### config.mk
export PLATFORM = sky130hd
export DESIGN_NAME = rtc_tick_timer
export DESIGN_NICKNAME = d
export VERILOG_FILES = /design/src/rtl/rtc_tick_timer.v
export VERILOG_INCLUDE_DIRS = /design/src /design/src/pkg
export SDC_FILE = /design/constraint.sdc
export NUM_CORES = 1
export LEC_CHECK = 0
export ABC_AREA = 1
export BUFFER_PORTS_ARGS = -buffer_cell sky130_fd_sc_hd__buf_2
export CORE_MARGIN = 5
export CORE_UTILIZATION = 40
export DETAILED_ROUTE_END_ITERATION = 10
export RECOVER_POWER = 50
export SLEW_MARGIN = 25
export SYNTH_ARGS = -nofsm -noshare
export SYNTH_HDL_FRONTEND = slang
export SYNTH_SLANG_ARGS = --single-unit
### constraint.sdc
create_clock -name aclk -period 3.7 [get_ports aclk]
set_input_delay 0.37 -clock aclk [delete_from_list [all_inputs] [get_ports aclk]]
set_output_delay 0.37 -clock aclk [all_outputs]
set_load 0.02 [all_outputs]
### src/pkg/rtc_tick_map.vh
// Register map, field positions and timing constants of the tick timer.
`ifndef RTC_TICK_MAP_VH
`define RTC_TICK_MAP_VH

// Register indices; byte address is four times the index.
`define IDX_MATCH_LO   6'h0C
`define IDX_MATCH_HI   6'h0D
`define IDX_TICK_CTRL  6'h10
`define IDX_TICK_SYNC  6'h11
`define IDX_TICK_IEN   6'h12
`define IDX_TICK_FLAG  6'h13
`define IDX_TICK_DBG   6'h15
`define IDX_IRQ_STATUS 6'h18
`define IDX_IRQ_CLEAR  6'h19
`define IDX_IRQ_ENABLE 6'h1A

// Field positions.
`define CTRL_EN_BIT    0
`define CTRL_PER_HI    6
`define CTRL_PER_LO    3
`define CTRL_MASK      8'h79
`define DBG_RUN_BIT    0
`define IRQ_TICK_BIT   0
`define IRQ_MATCH_BIT  1

// Reset values and codes.
`define MATCH_RESET    8'h00
`define CTRL_RESET     8'h00
`define PER_OFF        4'h0
`define PER_RESERVED   4'hF
`define PRESCALE_ONE   15'h0001

// Number of slow clock edges a control write needs to take effect.
`define SYNC_EDGES     2'h2

// Bus responses.
`define RESP_OKAY      2'h0
`define RESP_SLVERR    2'h2

`endif

### src/rtl/rtc_tick_timer.v
// Compare value, periodic tick timer and AXI4-Lite register slave.
//
// The implementer's own choice: the AXI4-Lite interface to the registers.
`timescale 1ns/1ns
`default_nettype none
`include "rtc_tick_map.vh"

module rtc_tick_timer
(
  input  wire        aclk,
  input  wire        aresetn,
  input  wire [7:0]  s_axi_awaddr,
  input  wire        s_axi_awvalid,
  output reg         s_axi_awready,
  input  wire [31:0] s_axi_wdata,
  input  wire [3:0]  s_axi_wstrb,
  input  wire        s_axi_wvalid,
  output reg         s_axi_wready,
  output reg  [1:0]  s_axi_bresp,
  output reg         s_axi_bvalid,
  input  wire        s_axi_bready,
  input  wire [7:0]  s_axi_araddr,
  input  wire        s_axi_arvalid,
  output reg         s_axi_arready,
  output reg  [31:0] s_axi_rdata,
  output reg  [1:0]  s_axi_rresp,
  output reg         s_axi_rvalid,
  input  wire        s_axi_rready,
  input  wire        rtc_clk,
  input  wire        debug_halted,
  input  wire [15:0] count_value,
  output reg         irq
);

  // Synchronizer state for the slow clock and debug halt pins, and edge detect state for the slow clock.
  reg        rtc_meta_q;
  reg        rtc_sync_q;
  reg        rtc_prev_q;
  reg        halt_meta_q;
  reg        halt_sync_q;
  // Bus side holding registers.
  reg        aw_hold_q;
  reg [7:0]  awaddr_q;
  reg        w_hold_q;
  reg [7:0]  wdata_q;
  reg        wstrb_q;
  // Software visible state.
  reg [7:0]  match_lo_q;
  reg [7:0]  match_hi_q;
  reg [7:0]  ctrl_shadow_q;
  reg [7:0]  ctrl_active_q;
  reg        sync_pending_q;
  reg [1:0]  sync_cnt_q;
  reg        run_while_halted_q;
  reg [1:0]  irq_en_q;
  reg [1:0]  irq_flag_q;
  // Timer state.
  reg [14:0] prescale_q;
  reg        equal_q;

  wire        rtc_edge;
  wire        halted;
  wire        tick_timer_enable;
  wire [3:0]  period_code;
  wire [14:0] period_mask;
  wire        tick_event;
  wire        match_event;
  wire        wr_fire;
  wire        wr_ok;
  wire [5:0]  wr_idx;
  wire        rd_fire;
  wire        rd_ok;
  wire [5:0]  rd_idx;

  reg  [1:0]  flag_clr;
  reg  [1:0]  flag_d;
  reg  [7:0]  rd_byte;
  reg         rd_hit;

  // Two flip-flops on each pin before any logic looks at it.
  always @(posedge aclk)
  begin
    if (!aresetn)
    begin
      rtc_meta_q  <= 1'b0;
      rtc_sync_q  <= 1'b0;
      rtc_prev_q  <= 1'b0;
      halt_meta_q <= 1'b0;
      halt_sync_q <= 1'b0;
    end
    else
    begin
      rtc_meta_q  <= rtc_clk;
      rtc_sync_q  <= rtc_meta_q;
      rtc_prev_q  <= rtc_sync_q;
      halt_meta_q <= debug_halted;
      halt_sync_q <= halt_meta_q;
    end
  end

  // Rising edge of the slow clock, seen only on synchronized copies.
  assign rtc_edge = rtc_sync_q & ~rtc_prev_q;
  assign halted = halt_sync_q & ~run_while_halted_q;
  assign tick_timer_enable = ctrl_active_q[`CTRL_EN_BIT];
  assign period_code = ctrl_active_q[`CTRL_PER_HI:`CTRL_PER_LO];

  // interval mask select
  // Code n selects two to the power of n+1 slow cycles per interval.
  assign period_mask = ((`PRESCALE_ONE << period_code) << 1) - `PRESCALE_ONE;

  // tick on interval
  // The mask of all ones marks the last cycle of each interval.
  assign tick_event = rtc_edge & tick_timer_enable & ~halted &
                      (period_code != `PER_OFF) &
                      (period_code != `PER_RESERVED) &
                      ((prescale_q & period_mask) == period_mask);

  // free-running prescaler
  // Cleared while disabled so the first interval after enable is whole.
  always @(posedge aclk)
  begin
    if (!aresetn)
      prescale_q <= 15'h0000;
    else if (!tick_timer_enable)
      prescale_q <= 15'h0000;
    else if (rtc_edge && !halted)
      prescale_q <= prescale_q + `PRESCALE_ONE;
  end

  // match edge detect
  // Only the start of equality counts, so a held match sets once.
  always @(posedge aclk)
  begin
    if (!aresetn)
      equal_q <= 1'b0;
    else
      equal_q <= (count_value == {match_hi_q, match_lo_q});
  end
  assign match_event = (count_value == {match_hi_q, match_lo_q}) & ~equal_q;

  // Write channel: address and data taken independently, then one write.
  assign wr_fire = aw_hold_q & w_hold_q;
  assign wr_idx  = awaddr_q[7:2];
  assign wr_ok   = wr_fire & (awaddr_q[1:0] == 2'h0) & wstrb_q;

  always @(posedge aclk)
  begin
    if (!aresetn)
    begin
      aw_hold_q     <= 1'b0;
      awaddr_q      <= 8'h00;
      w_hold_q      <= 1'b0;
      wdata_q       <= 8'h00;
      wstrb_q       <= 1'b0;
      s_axi_awready <= 1'b0;
      s_axi_wready  <= 1'b0;
      s_axi_bvalid  <= 1'b0;
      s_axi_bresp   <= `RESP_OKAY;
    end
    else
    begin
      if (s_axi_awvalid && s_axi_awready)
      begin
        aw_hold_q     <= 1'b1;
        awaddr_q      <= s_axi_awaddr;
        s_axi_awready <= 1'b0;
      end
      if (s_axi_wvalid && s_axi_wready)
      begin
        w_hold_q     <= 1'b1;
        wdata_q      <= s_axi_wdata[7:0];
        wstrb_q      <= s_axi_wstrb[0];
        s_axi_wready <= 1'b0;
      end
      if (wr_fire)
      begin
        aw_hold_q    <= 1'b0;
        w_hold_q     <= 1'b0;
        s_axi_bvalid <= 1'b1;
        s_axi_bresp  <= (rd_valid_idx(wr_idx) && awaddr_q[1:0] == 2'h0) ?
                        `RESP_OKAY : `RESP_SLVERR;
      end
      else if (s_axi_bvalid && s_axi_bready)
      begin
        s_axi_bvalid  <= 1'b0;
        s_axi_awready <= 1'b1;
        s_axi_wready  <= 1'b1;
      end
      else if (!s_axi_bvalid && !aw_hold_q && !w_hold_q &&
               !s_axi_awready && !s_axi_wready)
      begin
        s_axi_awready <= 1'b1;
        s_axi_wready  <= 1'b1;
      end
    end
  end

  // Decodes which indices are mapped, for both the write and read side.
  function rd_valid_idx;
    input [5:0] idx;
    begin
      case (idx)
        `IDX_MATCH_LO, `IDX_MATCH_HI, `IDX_TICK_CTRL, `IDX_TICK_SYNC,
        `IDX_TICK_IEN, `IDX_TICK_FLAG, `IDX_TICK_DBG, `IDX_IRQ_STATUS,
        `IDX_IRQ_CLEAR, `IDX_IRQ_ENABLE:
          rd_valid_idx = 1'b1;
        default:
          rd_valid_idx = 1'b0;
      endcase
    end
  endfunction

  always @(posedge aclk)
  begin
    if (!aresetn)
    begin
      match_lo_q <= `MATCH_RESET;
      match_hi_q <= `MATCH_RESET;
    end
    else if (wr_ok && wr_idx == `IDX_MATCH_LO)
      match_lo_q <= wdata_q;
    else if (wr_ok && wr_idx == `IDX_MATCH_HI)
      match_hi_q <= wdata_q;
  end

  // sync busy tracking
  // The written value reaches the timer after two slow clock edges.
  // A second write while busy restarts the wait and replaces the first.
  always @(posedge aclk)
  begin
    if (!aresetn)
    begin
      ctrl_shadow_q  <= `CTRL_RESET;
      ctrl_active_q  <= `CTRL_RESET;
      sync_pending_q <= 1'b0;
      sync_cnt_q     <= 2'h0;
    end
    else if (wr_ok && wr_idx == `IDX_TICK_CTRL)
    begin
      ctrl_shadow_q  <= wdata_q & `CTRL_MASK;
      sync_pending_q <= 1'b1;
      sync_cnt_q     <= 2'h0;
    end
    else if (sync_pending_q && rtc_edge)
    begin
      if (sync_cnt_q + 2'h1 == `SYNC_EDGES)
      begin
        ctrl_active_q  <= ctrl_shadow_q;
        sync_pending_q <= 1'b0;
        sync_cnt_q     <= 2'h0;
      end
      else
        sync_cnt_q <= sync_cnt_q + 2'h1;
    end
  end

  // Debug run bit and interrupt enables.
  always @(posedge aclk)
  begin
    if (!aresetn)
    begin
      run_while_halted_q <= 1'b0;
      irq_en_q           <= 2'h0;
    end
    else if (wr_ok)
    begin
      if (wr_idx == `IDX_TICK_DBG)
        run_while_halted_q <= wdata_q[`DBG_RUN_BIT];
      if (wr_idx == `IDX_TICK_IEN)
        irq_en_q[`IRQ_TICK_BIT] <= wdata_q[`IRQ_TICK_BIT];
      if (wr_idx == `IDX_IRQ_ENABLE)
        irq_en_q <= wdata_q[1:0];
    end
  end

  // write one clears
  // Zero bits of the written byte leave the flags alone.
  always @*
  begin
    flag_clr = 2'h0;
    if (wr_ok && wr_idx == `IDX_TICK_FLAG)
      flag_clr[`IRQ_TICK_BIT] = wdata_q[`IRQ_TICK_BIT];
    if (wr_ok && wr_idx == `IDX_IRQ_CLEAR)
      flag_clr = wdata_q[1:0];
    // An event in the clearing cycle wins over the clear.
    flag_d = irq_flag_q & ~flag_clr;
    if (tick_event)
      flag_d[`IRQ_TICK_BIT] = 1'b1;
    if (match_event)
      flag_d[`IRQ_MATCH_BIT] = 1'b1;
  end

  always @(posedge aclk)
  begin
    if (!aresetn)
    begin
      irq_flag_q <= 2'h0;
      irq        <= 1'b0;
    end
    else
    begin
      irq_flag_q <= flag_d;
      irq        <= |(irq_flag_q & irq_en_q);
    end
  end

  // Read decode; write-only clear register reads as zero.
  assign rd_fire = s_axi_arvalid & s_axi_arready;
  assign rd_idx  = s_axi_araddr[7:2];
  assign rd_ok   = (s_axi_araddr[1:0] == 2'h0) & rd_valid_idx(rd_idx);

  always @*
  begin
    rd_byte = 8'h00;
    rd_hit  = rd_ok;
    case (rd_idx)
      `IDX_MATCH_LO:   rd_byte = match_lo_q;
      `IDX_MATCH_HI:   rd_byte = match_hi_q;
      `IDX_TICK_CTRL:  rd_byte = ctrl_shadow_q;
      `IDX_TICK_SYNC:  rd_byte = {7'h00, sync_pending_q};
      `IDX_TICK_IEN:   rd_byte = {7'h00, irq_en_q[`IRQ_TICK_BIT]};
      `IDX_TICK_FLAG:  rd_byte = {7'h00, irq_flag_q[`IRQ_TICK_BIT]};
      `IDX_TICK_DBG:   rd_byte = {7'h00, run_while_halted_q};
      `IDX_IRQ_STATUS: rd_byte = {6'h00, irq_flag_q};
      `IDX_IRQ_ENABLE: rd_byte = {6'h00, irq_en_q};
      default:         rd_byte = 8'h00;
    endcase
    if (!rd_hit)
      rd_byte = 8'h00;
  end

  // Read channel: one read at a time, answered the cycle after address.
  always @(posedge aclk)
  begin
    if (!aresetn)
    begin
      s_axi_arready <= 1'b0;
      s_axi_rvalid  <= 1'b0;
      s_axi_rdata   <= 32'h00000000;
      s_axi_rresp   <= `RESP_OKAY;
    end
    else if (rd_fire)
    begin
      s_axi_arready <= 1'b0;
      s_axi_rvalid  <= 1'b1;
      s_axi_rdata   <= {24'h000000, rd_byte};
      s_axi_rresp   <= rd_hit ? `RESP_OKAY : `RESP_SLVERR;
    end
    else if (s_axi_rvalid && s_axi_rready)
    begin
      s_axi_rvalid  <= 1'b0;
      s_axi_arready <= 1'b1;
    end
    else if (!s_axi_rvalid)
      s_axi_arready <= 1'b1;
  end

endmodule
`default_nettype wire

After elaboration in Yosys (flattened, before gate mapping). Memory sizes are Yosys's and may differ from the RTL's. A register that Yosys moved wholly into a read port is not among the register bits. Index checks and enable logic that the tools add are counted. W data, S select, Z words.

Bitwise gates (word level): 24. Reductions and logical operators: 41. Add/sub/neg operators: 3. Eq/ne operators: 22. Shift-type cells: 1. Multiplexer cells: 34.

Operator list (count): $eq A6 B5 Y1 const B (13); $pmux W8 S9 (1); $mux W1 (26); $eq A6 B4 Y1 const B (4); $eq A16 B16 Y1 (1); $logic_and A1 B1 Y1 (16); $add A15 B1 Y15 const B (1); $and A15 B15 Y15 (1); $eq A15 B15 Y1 (1); $sub A15 B1 Y15 const B (1); $shl A1 B4 Y14 const A (1); $and A1 B1 Y1 (13); $reduce_and A2 Y1 (6); $mux W5 (2); $reduce_bool A2 Y1 (5); $mux W2 (4); $mux W8 (1); $reduce_or A2 Y1 (4); $not A1 Y1 (7); $logic_not A1 Y1 (6); $and A2 B2 Y2 (2); $logic_not A2 Y1 (2); $ne A4 B4 Y1 const B (1); $reduce_bool A4 Y1 (1); other kinds (5) (5).

Bits of input ports: 77. Bits in registers: 92. Output and inout port bits: 42. Word-level logic and storage cells: 158. ROM bits: 64. Memories: 2.

Memory list: (name not given) (depth 32, width 1, rd ports 1, clocked after Yosys merged registers in 0, write ports 0, line rtc_tick_timer.v:202) `case (idx)`; (name not given) (depth 32, width 1, rd ports 1, clocked after Yosys merged registers in 1, write ports 0, line rtc_tick_timer.v:202).

Longest topological paths before layout. Gate-level depths: netlist of run 1.

Depth after elaboration: 9. Mapped depth: 13. Gate-level depth less buffers: 11.

Worst setup path before layout of run 1. OpenSTA, ideal clock, no wires.

Kind: flip-flop to flip-flop. From: register ctrl_active_q[5]. To: register irq_flag_q[0]. Clock period less this slack: 1.612 ns. Slack: 2.088 ns. Arrival: 1.498 ns. Path buffers: 1. Data required time: 3.586 ns. Setup time: 0.114 ns. Stages on the path, launching flop included: 12. Cells stage by stage: dfxtp_1 > buf_2 > nor2_4 > nand2_1 > ha_1 > or2_2 > nand2_1 > nor2_1 > nand3_1 > nor2_1 > nand4_1 > nand2_1.

Longest elaborated chain between the ends: 6. Elaborated cells on any way between the ends: 10. Classes of those cells: add/sub: 1; eq/ne: 2; shift: 1; mux: 1; bitwise: 4; reduce/logical: 1.

Ends and longest elaborated chain: start, declared (line rtc_tick_timer.v:51) `reg [7:0] ctrl_active_q;`; start signal, assigned (line rtc_tick_timer.v:234) `` ctrl_active_q <= `CTRL_RESET; ``; start signal, assigned (line rtc_tick_timer.v:248) `ctrl_active_q <= ctrl_shadow_q;`; $shl A1 B4 Y14 (no source line); $sub A15 B1 Y15 (no source line); $and A15 B15 Y15 (line rtc_tick_timer.v:116) `((prescale_q & period_mask) == period_mask);`; $eq A15 B15 Y1 (line rtc_tick_timer.v:116); $and A1 B1 Y1 * (line rtc_tick_timer.v:113) `assign tick_event = rtc_edge & tick_timer_enable & ~halted &`; $mux W1 * (line rtc_tick_timer.v:287) `if (tick_event)`; end signal, assigned (line rtc_tick_timer.v:302) `irq_flag_q <= flag_d;`; end, declared (line rtc_tick_timer.v:56) `reg [1:0] irq_flag_q;`.

Mark *: on every way between the ends. The rest lies on a longest branch, timed or not. A chain may end at the register's enable or synchronous reset.

Worst setup path in the final report of run 1.
From: register aw_hold_q. To: register match_hi_q[4].

Longest elaborated chain between the ends: 6. Elaborated cells on any way between the ends: 7. Classes of those cells: bitwise: 4; reduce/logical: 3.

Ends and longest elaborated chain: start, declared (line rtc_tick_timer.v:42) `reg aw_hold_q;`; start signal, assigned (line rtc_tick_timer.v:150) `aw_hold_q <= 1'b0;`; start signal, assigned (line rtc_tick_timer.v:164) `aw_hold_q <= 1'b1;`; start signal, assigned (line rtc_tick_timer.v:177) `aw_hold_q <= 1'b0;`; $and A1 B1 Y1 * (line rtc_tick_timer.v:142) `assign wr_fire = aw_hold_q & w_hold_q;`; $and A1 B1 Y1 * (2 in a row) (line rtc_tick_timer.v:144) `assign wr_ok = wr_fire & (awaddr_q[1:0] == 2'h0) & wstrb_q;`; $logic_and A1 B1 Y1 (no source line); $not A1 Y1 (no source line); $reduce_and A2 Y1 (no source line) *; end signal, assigned (line rtc_tick_timer.v:218) `` match_hi_q <= `MATCH_RESET; ``; end signal, assigned (line rtc_tick_timer.v:223) `match_hi_q <= wdata_q;`; end, declared (line rtc_tick_timer.v:49) `reg [7:0] match_hi_q;`.

Marks and branches as above.

==> results.md, run 1 <==
* Post-synthesis register bit count at 91
* Status: completed
* Routability cong. at 0.9498
* Post-synth top area share at 0.3851
* Worst Hold Depth at 3
* HP Class: input port to flop
* Number of antenna diodes at 0
* Slowest-stage cell, CP: nor3_4
* Num CTS Buffers at 9
* TritonCTS clock tree: built
* IO buf count at 65
* Area of the multi-input gates at 0.002384 mm2
* Starting density of the core at 0.4108
* Routed vias/inst at 4.947
* Synth top cells by count: nand2_1 (178), dfxtp_1 (91), nor2_1 (85)
* Max_cap viols at 0
* Worst path depth at 7
* Yosys Warn Count at 0
* Hpwl dp at 8.974 mm
* Gr usage total at 0.1664
* Top post-synthesis cells by area: dfxtp_1 (39%), nand2_1 (14%), nor2_1 (6.7%)
* Critical Path AT at 2270 ps
* Slew at the pin closest to its max-slew limit at 878.5 ps
* Hold-fix buffers at CTS at 0
* Worst vdd ir at 0.2365 mV
* Slew Limit Fails at 0
* Most common cell in the netlist: nand2_1
* Post-CTS setup buffers at 0
* CP dominant cell by count: nand2_1
* Core ar. at 0.01152 mm2
* Mapped Cells at 701
* Detailed Route WL at 11.60 mm
* Setup TNS at 0 ps
* Worst r2r dst: match_hi_q[4]$_SDFFE_PN0P_
* CP Buf/Inv Count at 1
* Chip height at 118.8 um
* Worst R2R Start: aw_hold_q$_SDFFE_PP0P_
* Routed vias at 4507
* Fmax at 492.0 MHz
* Sequential Area at 0.001822 mm2
* Leak at 2.315 nW
* Post-synthesis async set-or-reset flop share at 0
* First-pass GRT wire length at 19.35 mm
* Skew final at 11.08 ps
* Seq/Total Area, Yosys at 0.3851
* Final ANT Viol Nets at 0
* Share of cells above drive strength 1 at 0.1198
* Final setup violation count at 0
* Crit path kind: flop to flop
* 1st-iter DRT viols at 297
* Largest stage delay on the critical path at 630 ps
* Number of synthesized flops with an enable pin at 0
* Worst skew pair latency at 350 ps
* Synth Cell Area at 0.004731 mm2
* Fill cells at 1200
* Number of placed I/O pins at 119
* Max Root-Sink Buffers at 2
* Final-report hold violation count at 0
* Std cell rows at 39
* Worst Setup SP: aw_hold_q$_SDFFE_PP0P_
* Avg Cell Area, Syn at 6.749 um2
* Startpoint Class: flop
* Post-CTS resize count at 0
* P per Cell Area at 429.8 mW/mm2
* Final nets at 843
* H-Tree Depth at 3
* Vias in the first global route at 4143
* WHS at 208.9 ps
* Grt ovf at 0
* Area leader, netlist: dfxtp_1
* Crit path max-delay family: simple AND/OR/NAND/NOR gates
* Die width at 118.8 um
* RSZ-0062 raised after global routing: no
* Relative slew slack at 0.4137
* Critical path fanouts, max at 16
* Wirelength per Cell at 12.74 um
* Largest net degree at the start of global routing at 46
* Area Growth Syn to Fin at 13.04%
* Worst setup path end: match_hi_q[4]$_SDFFE_PN0P_
* Tmin final at 2032 ps
* Fin crit share at 0.5493
* Die Area at 0.01410 mm2
* Root Buffer Master: clkbuf_16
* CP Data Required Time at 3940 ps
* Yosys cell types at 40
* Residual DRC count at 0
* Predominant post-synthesis flop cell: dfxtp_1
* Initial antenna violation count at 0
* Sink Count at 91
* Critical Path End Type: flop
* R2R setup slack at 1670 ps
* Cell Chain, Critical Path: nand2_1 > clkinvlp_2 > nand4_1 > nor3_4 > nand3_1 > nand2_1 > nor2_1
* 1st-pass router iterations at 5
* Cells on worst reg2reg path at 7
* Clock slew at reported path FFs at 70 ps
-- stage by stage --
step                      total power, mW  utilization  cell area (um2)  cells  worst slack (ps)
after CTS                           2.326       0.4683             5393    911              1884
after global routing                2.404       0.4644             5348    911              1382
after detailed placement            1.339       0.4409             5077    896              1790
after floorplan                     1.278            -             4825    726              2088
final                               2.298       0.4644             5348    911              1668
after global placement              1.333       0.4409             5077    896              1830
-- how the worst min path moves through the flow --
| stage | endpoint | startpoint |
|---|---|---|
| detailed placement | rtc_sync_q$_SDFF_PN0_ | rtc_meta_q$_SDFF_PN0_ |
| global route | halt_meta_q$_SDFF_PN0_ | debug_halted |
| finish | halt_meta_q$_SDFF_PN0_ | debug_halted |
| CTS | halt_meta_q$_SDFF_PN0_ | debug_halted |
| floorplan | halt_sync_q$_SDFF_PN0_ | halt_meta_q$_SDFF_PN0_ |
| global placement | rtc_sync_q$_SDFF_PN0_ | rtc_meta_q$_SDFF_PN0_ |
-- cell type report --
class | count | share of cell area
inverter | 89 | 0.06270
timing repair buffer | 66 | 0.05849
tap | 143 | 0.03346
multi-input combinational | 507 | 0.4457
sequential | 91 | 0.3407
clock inverter | 6 | 0.01685
clock buffer | 9 | 0.04212
-- worst min-delay path, stage by stage --
cell	delay, ps
buf_2	70
nand2_1	40
inv_1	40
-- power breakdown --
group	internal [mW]	leakage [nW]	total [mW]	switching [mW]
clock	0.590	0.152	0.987	0.396
sequential	1.03	0.738	1.06	0.0334
combinational	0.0725	1.43	0.253	0.180
total	1.69	2.31	2.30	0.610
-- sequential cells by signal, indices dropped and copies added (netlist names), 2 cells and up, named ones only --
register and cells:
irq_flag_q 2, s_axi_rdata 8, match_lo_q 8, awaddr_q 8, irq_en_q 2, wdata_q 8, sync_cnt_q 2, prescale_q 15
ctrl_active_q 5, ctrl_shadow_q 5, match_hi_q 8
-- layout by cell type, fill, tap and decap left out, drive strengths merged, types with 3 or more instances in the layout --
cell type  synthesis  layout
o21ai             40      40
buf               33      50
xor2               7       7
o211ai             3       3
a211oi             5       5
nor3              16      16
inv               88      89
nand3             45      45
o22ai              3       3
conb               1      26
nand2            182     182
clkbuf             6      25
nand4             17      17
dfxtp             91      91
a21oi             52      52
nor2              94      94
-- per-layer routing --
metal	wire, um	part of all wire	vias up	track usage
met5	0	0	-	0
met4	126	0.011	0	0.05576
met3	636	0.055	12	0.04871
met2	5386	0.46	125	0.2682
met1	5454	0.47	2037	0.2136
li1	-	-	2333	-
-- kinds of logic (layout without fill, tap and decap cells) --
family | after synthesis | count (layout) | synth area share
other | 1 | 26 | 0.0007927
xor gates and xnor gates | 9 | 9 | 0.01666
buffers and inverters | 128 | 170 | 0.1256
adders and majority gates | 2 | 2 | 0.005289
DFF | 91 | 91 | 0.3851
and+or+nand+nor | 362 | 362 | 0.3428
AOI/OAI and AO/OA | 108 | 108 | 0.1238
No activity file was read; power rests on OpenSTA's default activity.
==> inputs of run 2 (changes only) <==
==> constraint.sdc (replaced) <==
create_clock -name aclk -period 1.95 [get_ports aclk]
set_input_delay 0.195 -clock aclk [delete_from_list [all_inputs] [get_ports aclk]]
set_output_delay 0.195 -clock aclk [all_outputs]
set_load 0.02 [all_outputs]
==> run 2 against run 1 <==
Against the previous run: sequential share of layout area shrank 0.43 points; final area is 1.3% higher; routed wire length is 0.90% higher; utilization rose by 0.59 points; via count increased by 0.18%; register-to-register slack got worse by 1400 ps; clock skew decreased by 0.80 ps; critical path type unchanged; largest power group unchanged; highest routed layer unchanged.
==> results.md, run 2 (same netlist as run 1, synthesis figures left out) <==
* Status: completed
* Max Root-Sink Buffers at 2
* H-Tree Depth at 3
* Fmax at 595.5 MHz
* Routability cong. at 0.9087
* Commonest non-fill, non-tap cell in the layout: nand2_1
* R2R setup slack at 270 ps
* Share of cells above drive strength 1 at 0.1287
* Met1 Use GR at 0.2268
* Die Area at 0.01410 mm2
* Grt ovf at 0
* Chip height at 118.8 um
* 1st-pass router iterations at 5
* Number of placed I/O pins at 119
* Top Usage Layer GRT: met2
* Sequential share of power at 0.461
* First-pass GRT wire length at 19.56 mm
* Fin util at 0.4702
* P_sw at 1.217 mW
* Startpoint Class: flop
* Clock share of power at 0.427
* Crit path max-delay family: simple AND/OR/NAND/NOR gates
* Max_cap viols at 0
* Hold-fix buffers at CTS at 0
* Slew Limit Fails at 0
* P per Cell Area at 805.2 mW/mm2
* Setup TNS at 0 ps
* Sink Count at 91
* Comb power frac at 0.113
* IO buf count at 65
* Cell Chain, Critical Path: inv_1 > nand3_1 > ha_1 > nand3_1 > nor2_1 > nor2_1 > nand2_1 > nand2_1 > nor2_1 > nand4_1 > nand2_1
* Die width at 118.8 um
* Leak at 2.353 nW
* Worst hold start: debug_halted
* Core ar. at 0.01152 mm2
* Most frequent cells in the layout: nand2_1 (178), dfxtp_1 (91), nor2_1 (87)
* Clock slew at reported path FFs at 70 ps
* Critical Path AT at 1970 ps
* Sw Share at 0.2791
* Worst vdd ir at 0.4253 mV
* 1st-iter DRT viols at 294
* Slew at the pin closest to its max-slew limit at 606.5 ps
* Final-report hold violation count at 0
* Final nets at 851
* Most flops, register: prescale_q
* Worst r2r dst: irq_flag_q[0]$_SDFF_PN0_
* Residual DRC count at 0
* Gr usage total at 0.1683
* Routed vias/inst at 4.908
* Num CTS Buffers at 9
* Worst R2R Start: ctrl_active_q[4]$_SDFFE_PN0P_
* Post-CTS setup buffers at 0
* Number of antenna diodes at 0
* Root Buffer Master: clkbuf_16
* Detailed Route WL at 11.71 mm
* Critical path fanouts, max at 8
* Cells on worst reg2reg path at 11
* WHS at 31.58 ps
* Hpwl dp at 9.050 mm
* Starting density of the core at 0.4108
* Worst Hold Depth at 3
* Final ANT Viol Nets at 0
* Skew final at 10.28 ps
* Std cell rows at 39
* Fill cells at 1222
* Crit path kind: flop to flop
* Wirelength per Cell at 12.73 um
* Vias in the first global route at 4176
* Final setup violation count at 0
* Largest net degree at the start of global routing at 30
* Area Growth Syn to Fin at 14.47%
* Critical Path End Type: flop
* Post-CTS resize count at 0
* Min-Delay Endpoint: halt_meta_q$_SDFF_PN0_
* Relative slew slack at 0.5952
* GR Util met3 at 0.03200
* Initial antenna violation count at 0
* Largest stage delay on the critical path at 450 ps
* RSZ-0062 raised after global routing: no
* Tmin final at 1679 ps
* HP Class: input port to flop
* TritonCTS clock tree: built
* Fin crit share at 0.8612
* CP Buf/Inv Count at 1
* Routed vias at 4515
* Pint at 3.143 mW
* Slowest-stage cell, CP: dfxtp_1
* Max FFs per register at 15
* Final Power at 4.360 mW
* Worst skew pair latency at 350 ps
* CP Data Required Time at 2250 ps
* GR Layer Usage met2 at 0.2650
run 2: power by group through the flow:
stage                     logic, mW  clock network [mW]  registers, mW
final                         0.491                1.86           2.01
after global routing          0.552                1.98           2.02
after CTS                     0.499                1.90           2.01
after detailed placement      0.495                   0           2.05
after global placement        0.486                   0           2.05
after floorplan               0.363                   0           2.06
run 2: worst max path at each step:
stage | from | endpoint | slack, ps | cells past startpoint
global placement | ctrl_active_q[4]$_SDFFE_PN0P_ | irq_flag_q[0]$_SDFF_PN0_ | 340 | 11
CTS | ctrl_active_q[4]$_SDFFE_PN0P_ | irq_flag_q[0]$_SDFF_PN0_ | 260 | 11
finish | ctrl_active_q[4]$_SDFFE_PN0P_ | irq_flag_q[0]$_SDFF_PN0_ | 270 | 11
detailed placement | ctrl_active_q[4]$_SDFFE_PN0P_ | irq_flag_q[0]$_SDFF_PN0_ | 280 | 11
floorplan | ctrl_active_q[5]$_SDFFE_PN0P_ | irq_flag_q[0]$_SDFF_PN0_ | 340 | 11
global route | ctrl_active_q[4]$_SDFFE_PN0P_ | irq_flag_q[0]$_SDFF_PN0_ | 9 | 11
run 2: routing by layer:
metal,up-vias,share of wire
li1,2346,-
met3,18,0.054
met2,126,0.45
met1,2025,0.48
met4,0,0.019
met5,-,0
run 2: cell type report:
cell class                      count  area (um2)  share of cell area
Sequential cell                    91        1822              0.3364
Timing Repair Buffer               74       365.4             0.06747
Clock inverter                      6       76.32             0.01409
Multi-Input combinational cell    507        2399              0.4429
Clock buffer                       10       239.0             0.04413
Tap cell                          143       178.9             0.03304
Inverter                           89       335.3             0.06192
run 2: stage by stage:
stage          std cells  instance area (um2)  setup WS [ps]
2_1_floorplan        726                 4825          337.8
3_3_place_gp         904                 5137          341.1
3_5_place_dp         904                 5137          284.3
4_1_cts              920                 5453          255.8
5_1_grt              920                 5415          9.274
6_report             920                 5415          270.7
run 2: worst reg2reg max path, stage by stage, from the launching register on:
cell and delay [ps]:
dfxtp_1 450, inv_1 120, nand3_1 100, ha_1 310, nand3_1 140, nor2_1 100, nor2_1 50, nand2_1 50
nand2_1 60, nor2_1 100, nand4_1 100, nand2_1 60
==> inputs of run 3 (changes only) <==
--- a/config.mk
+++ b/config.mk
@@ -8,9 +8,12 @@
 export LEC_CHECK = 0
 export ABC_AREA = 1
 export BUFFER_PORTS_ARGS = -buffer_cell sky130_fd_sc_hd__buf_2
+export CELL_PAD_IN_SITES_DETAIL_PLACEMENT = 1
+export CELL_PAD_IN_SITES_GLOBAL_PLACEMENT = 1
 export CORE_MARGIN = 5
-export CORE_UTILIZATION = 40
+export CORE_UTILIZATION = 37
 export DETAILED_ROUTE_END_ITERATION = 10
+export PLACE_DENSITY_LB_ADDON = 0.1
 export RECOVER_POWER = 50
 export SLEW_MARGIN = 25
 export SYNTH_ARGS = -nofsm -noshare
==> run 3 against run 2 <==
Against the previous run: via count increased by 2.6%; clock power about the same; sequential cell count unchanged; final cell count increased by 3.4%; hold slack improved by 1.2 ps; clock skew decreased by 5.1 ps; global-route usage increased by 1.5 points; final area increased by 1.0%; non-clock buffer count increased by 2; register-to-register slack about the same; largest power group unchanged; highest routed layer unchanged.
==> results.md, run 3 (same netlist as run 1, synthesis figures left out) <==
* Number of placed I/O pins at 119
* Most flops, register: prescale_q
* Sequential Area at 0.001822 mm2
* Startpoint Class: flop
* Sink Count at 91
* Clock slew at reported path FFs at 60 ps
* Gr usage total at 0.1835
* Final nets at 853
* Die Area at 0.01515 mm2
* Skew final at 5.231 ps
* 1st-pass router iterations at 4
* Root Buffer Master: clkbuf_16
* Area Growth Syn to Fin at 15.63%
* Critical Path AT at 1920 ps
* Final ANT Viol Nets at 0
* Worst skew pair latency at 350 ps
* Wirelength per Cell at 13.89 um
* Largest net degree at the start of global routing at 21
* Crit path kind: flop to flop
* Cell Count, Final, Fillers Out at 951
* Tmin final at 1693 ps
* Critical Path End Type: flop
* Area of the multi-input gates at 0.002411 mm2
* Commonest non-fill, non-tap cell in the layout: nand2_1
* Final setup violation count at 0
* RSZ-0062 raised after global routing: no
* Grt ovf at 0
* H-Tree Depth at 3
* Std cell rows at 41
* Num CTS Buffers at 9
* Relative slew slack at 0.6002
* Max_cap viols at 0
* Fill cells at 1699
* 1st-iter DRT viols at 182
* P per Cell Area at 797.5 mW/mm2
* Worst vdd ir at 0.6345 mV
* Routed vias/inst at 4.872
* HP Class: input port to flop
* Vias in the first global route at 4651
* Status: completed
* Starting density of the core at 0.3764
* Critical path fanouts, max at 6
* Hpwl dp at 10.70 mm
* Leak at 2.352 nW
* Share of cells above drive strength 1 at 0.1309
* Slew Limit Fails at 0
* Hold-fix buffers at CTS at 0
* Placed Cells incl. Taps at 935
* CP Data Required Time at 2180 ps
* Most frequent cells in the layout: nand2_1 (178), dfxtp_1 (91), nor2_1 (85)
* Max Root-Sink Buffers at 2
* Detailed Route WL at 13.21 mm
* First-pass GRT wire length at 21.92 mm
* Fin crit share at 0.8682
* Routed vias at 4633
* WHS at 32.78 ps
* Setup TNS at 0 ps
* Worst Hold Depth at 3
* Slew at the pin closest to its max-slew limit at 599.7 ps
* Die width at 123.1 um
* Core ar. at 0.01257 mm2
* Chip height at 123.1 um
* Initial antenna violation count at 0
* Residual DRC count at 0
* Final-report hold violation count at 0
* Cells on worst reg2reg path at 8
* TritonCTS clock tree: built
* Routability cong. at 0.8892
* Max FFs per register at 15
* Number of antenna diodes at 0
* IO buf count at 65
* Fmax at 590.7 MHz
[run 3: cell count changes in the layout (fill, tap and decap cells not counted), sizes merged]
| cell | before | now |
|---|---|---|
| clkinvlp | 1 | 2 |
| inv | 93 | 88 |
| clkbuf | 29 | 31 |
| bufinv | 1 | 2 |
| buf | 55 | 56 |
| clkinv | 0 | 2 |
[run 3: stage by stage]
stage / setup WS [ps] / power [mW] / instance area [um2] / util
after CTS: 232.7 / 4.436 / 5499 / 0.4375
after floorplan: 337.8 / 2.424 / 4825 / -
after detailed placement: 255.0 / 2.568 / 5189 / 0.4128
final: 257.0 / 4.363 / 5470 / 0.4352
after global routing: 49.97 / 4.581 / 5470 / 0.4352
after global placement: 311.5 / 2.550 / 5189 / 0.4128
[run 3: path summary, 6_finish.rpt]
| kind | startpoint | endpoint | slack [ps] |
|---|---|---|---|
| worst max-delay path | prescale_q[0]$_SDFFE_PN0P_ | prescale_q[10]$_SDFFE_PN0P_ | 260 |
| worst min register to register | halt_meta_q$_SDFF_PN0_ | halt_sync_q$_SDFF_PN0_ | 420 |
| worst max register to register | prescale_q[0]$_SDFFE_PN0P_ | prescale_q[10]$_SDFFE_PN0P_ | 260 |
| worst min-delay path | debug_halted | halt_meta_q$_SDFF_PN0_ | 30 |
[run 3: what timing repair did]
item,4_1_cts,5_1_grt
endpoints found under the hold margin,0,0
setup buffers,0,0
endpoints found under the setup margin,0,1
gates resized for setup,0,1
[run 3: report_power, final]
part	switching [mW]	internal, mW	leakage [nW]
Clock	0.730	1.12	0.150
Combinational	0.356	0.145	1.46
Sequential	0.0662	1.95	0.738
[run 3: critical path, stage by stage, from the launching register on]
cell	delay, ps
dfxtp_1	420
ha_1	220
nand3_1	140
nor2_4	160
nand3_2	90
nor2_2	200
inv_1	90
o21ai_0	190
a21oi_1	70
[run 3: cell type report]
| cell class | count | share of cell area |
|---|---|---|
| Tap cell | 172 | 0.03934 |
| Multi-Input combinational cell | 507 | 0.4408 |
| Inverter | 89 | 0.06130 |
| Sequential cell | 91 | 0.3330 |
| Clock inverter | 5 | 0.01418 |
| Clock buffer | 11 | 0.04254 |
| Timing Repair Buffer | 76 | 0.06885 |
[run 3: layer usage]
metal	vias up	part of all wire	global-route usage
met2	69	0.49	0.3167
met1	2201	0.46	0.2308
met3	17	0.035	0.02973
li1	2346	-	-
met4	0	0.018	0.06782
met5	-	0	0
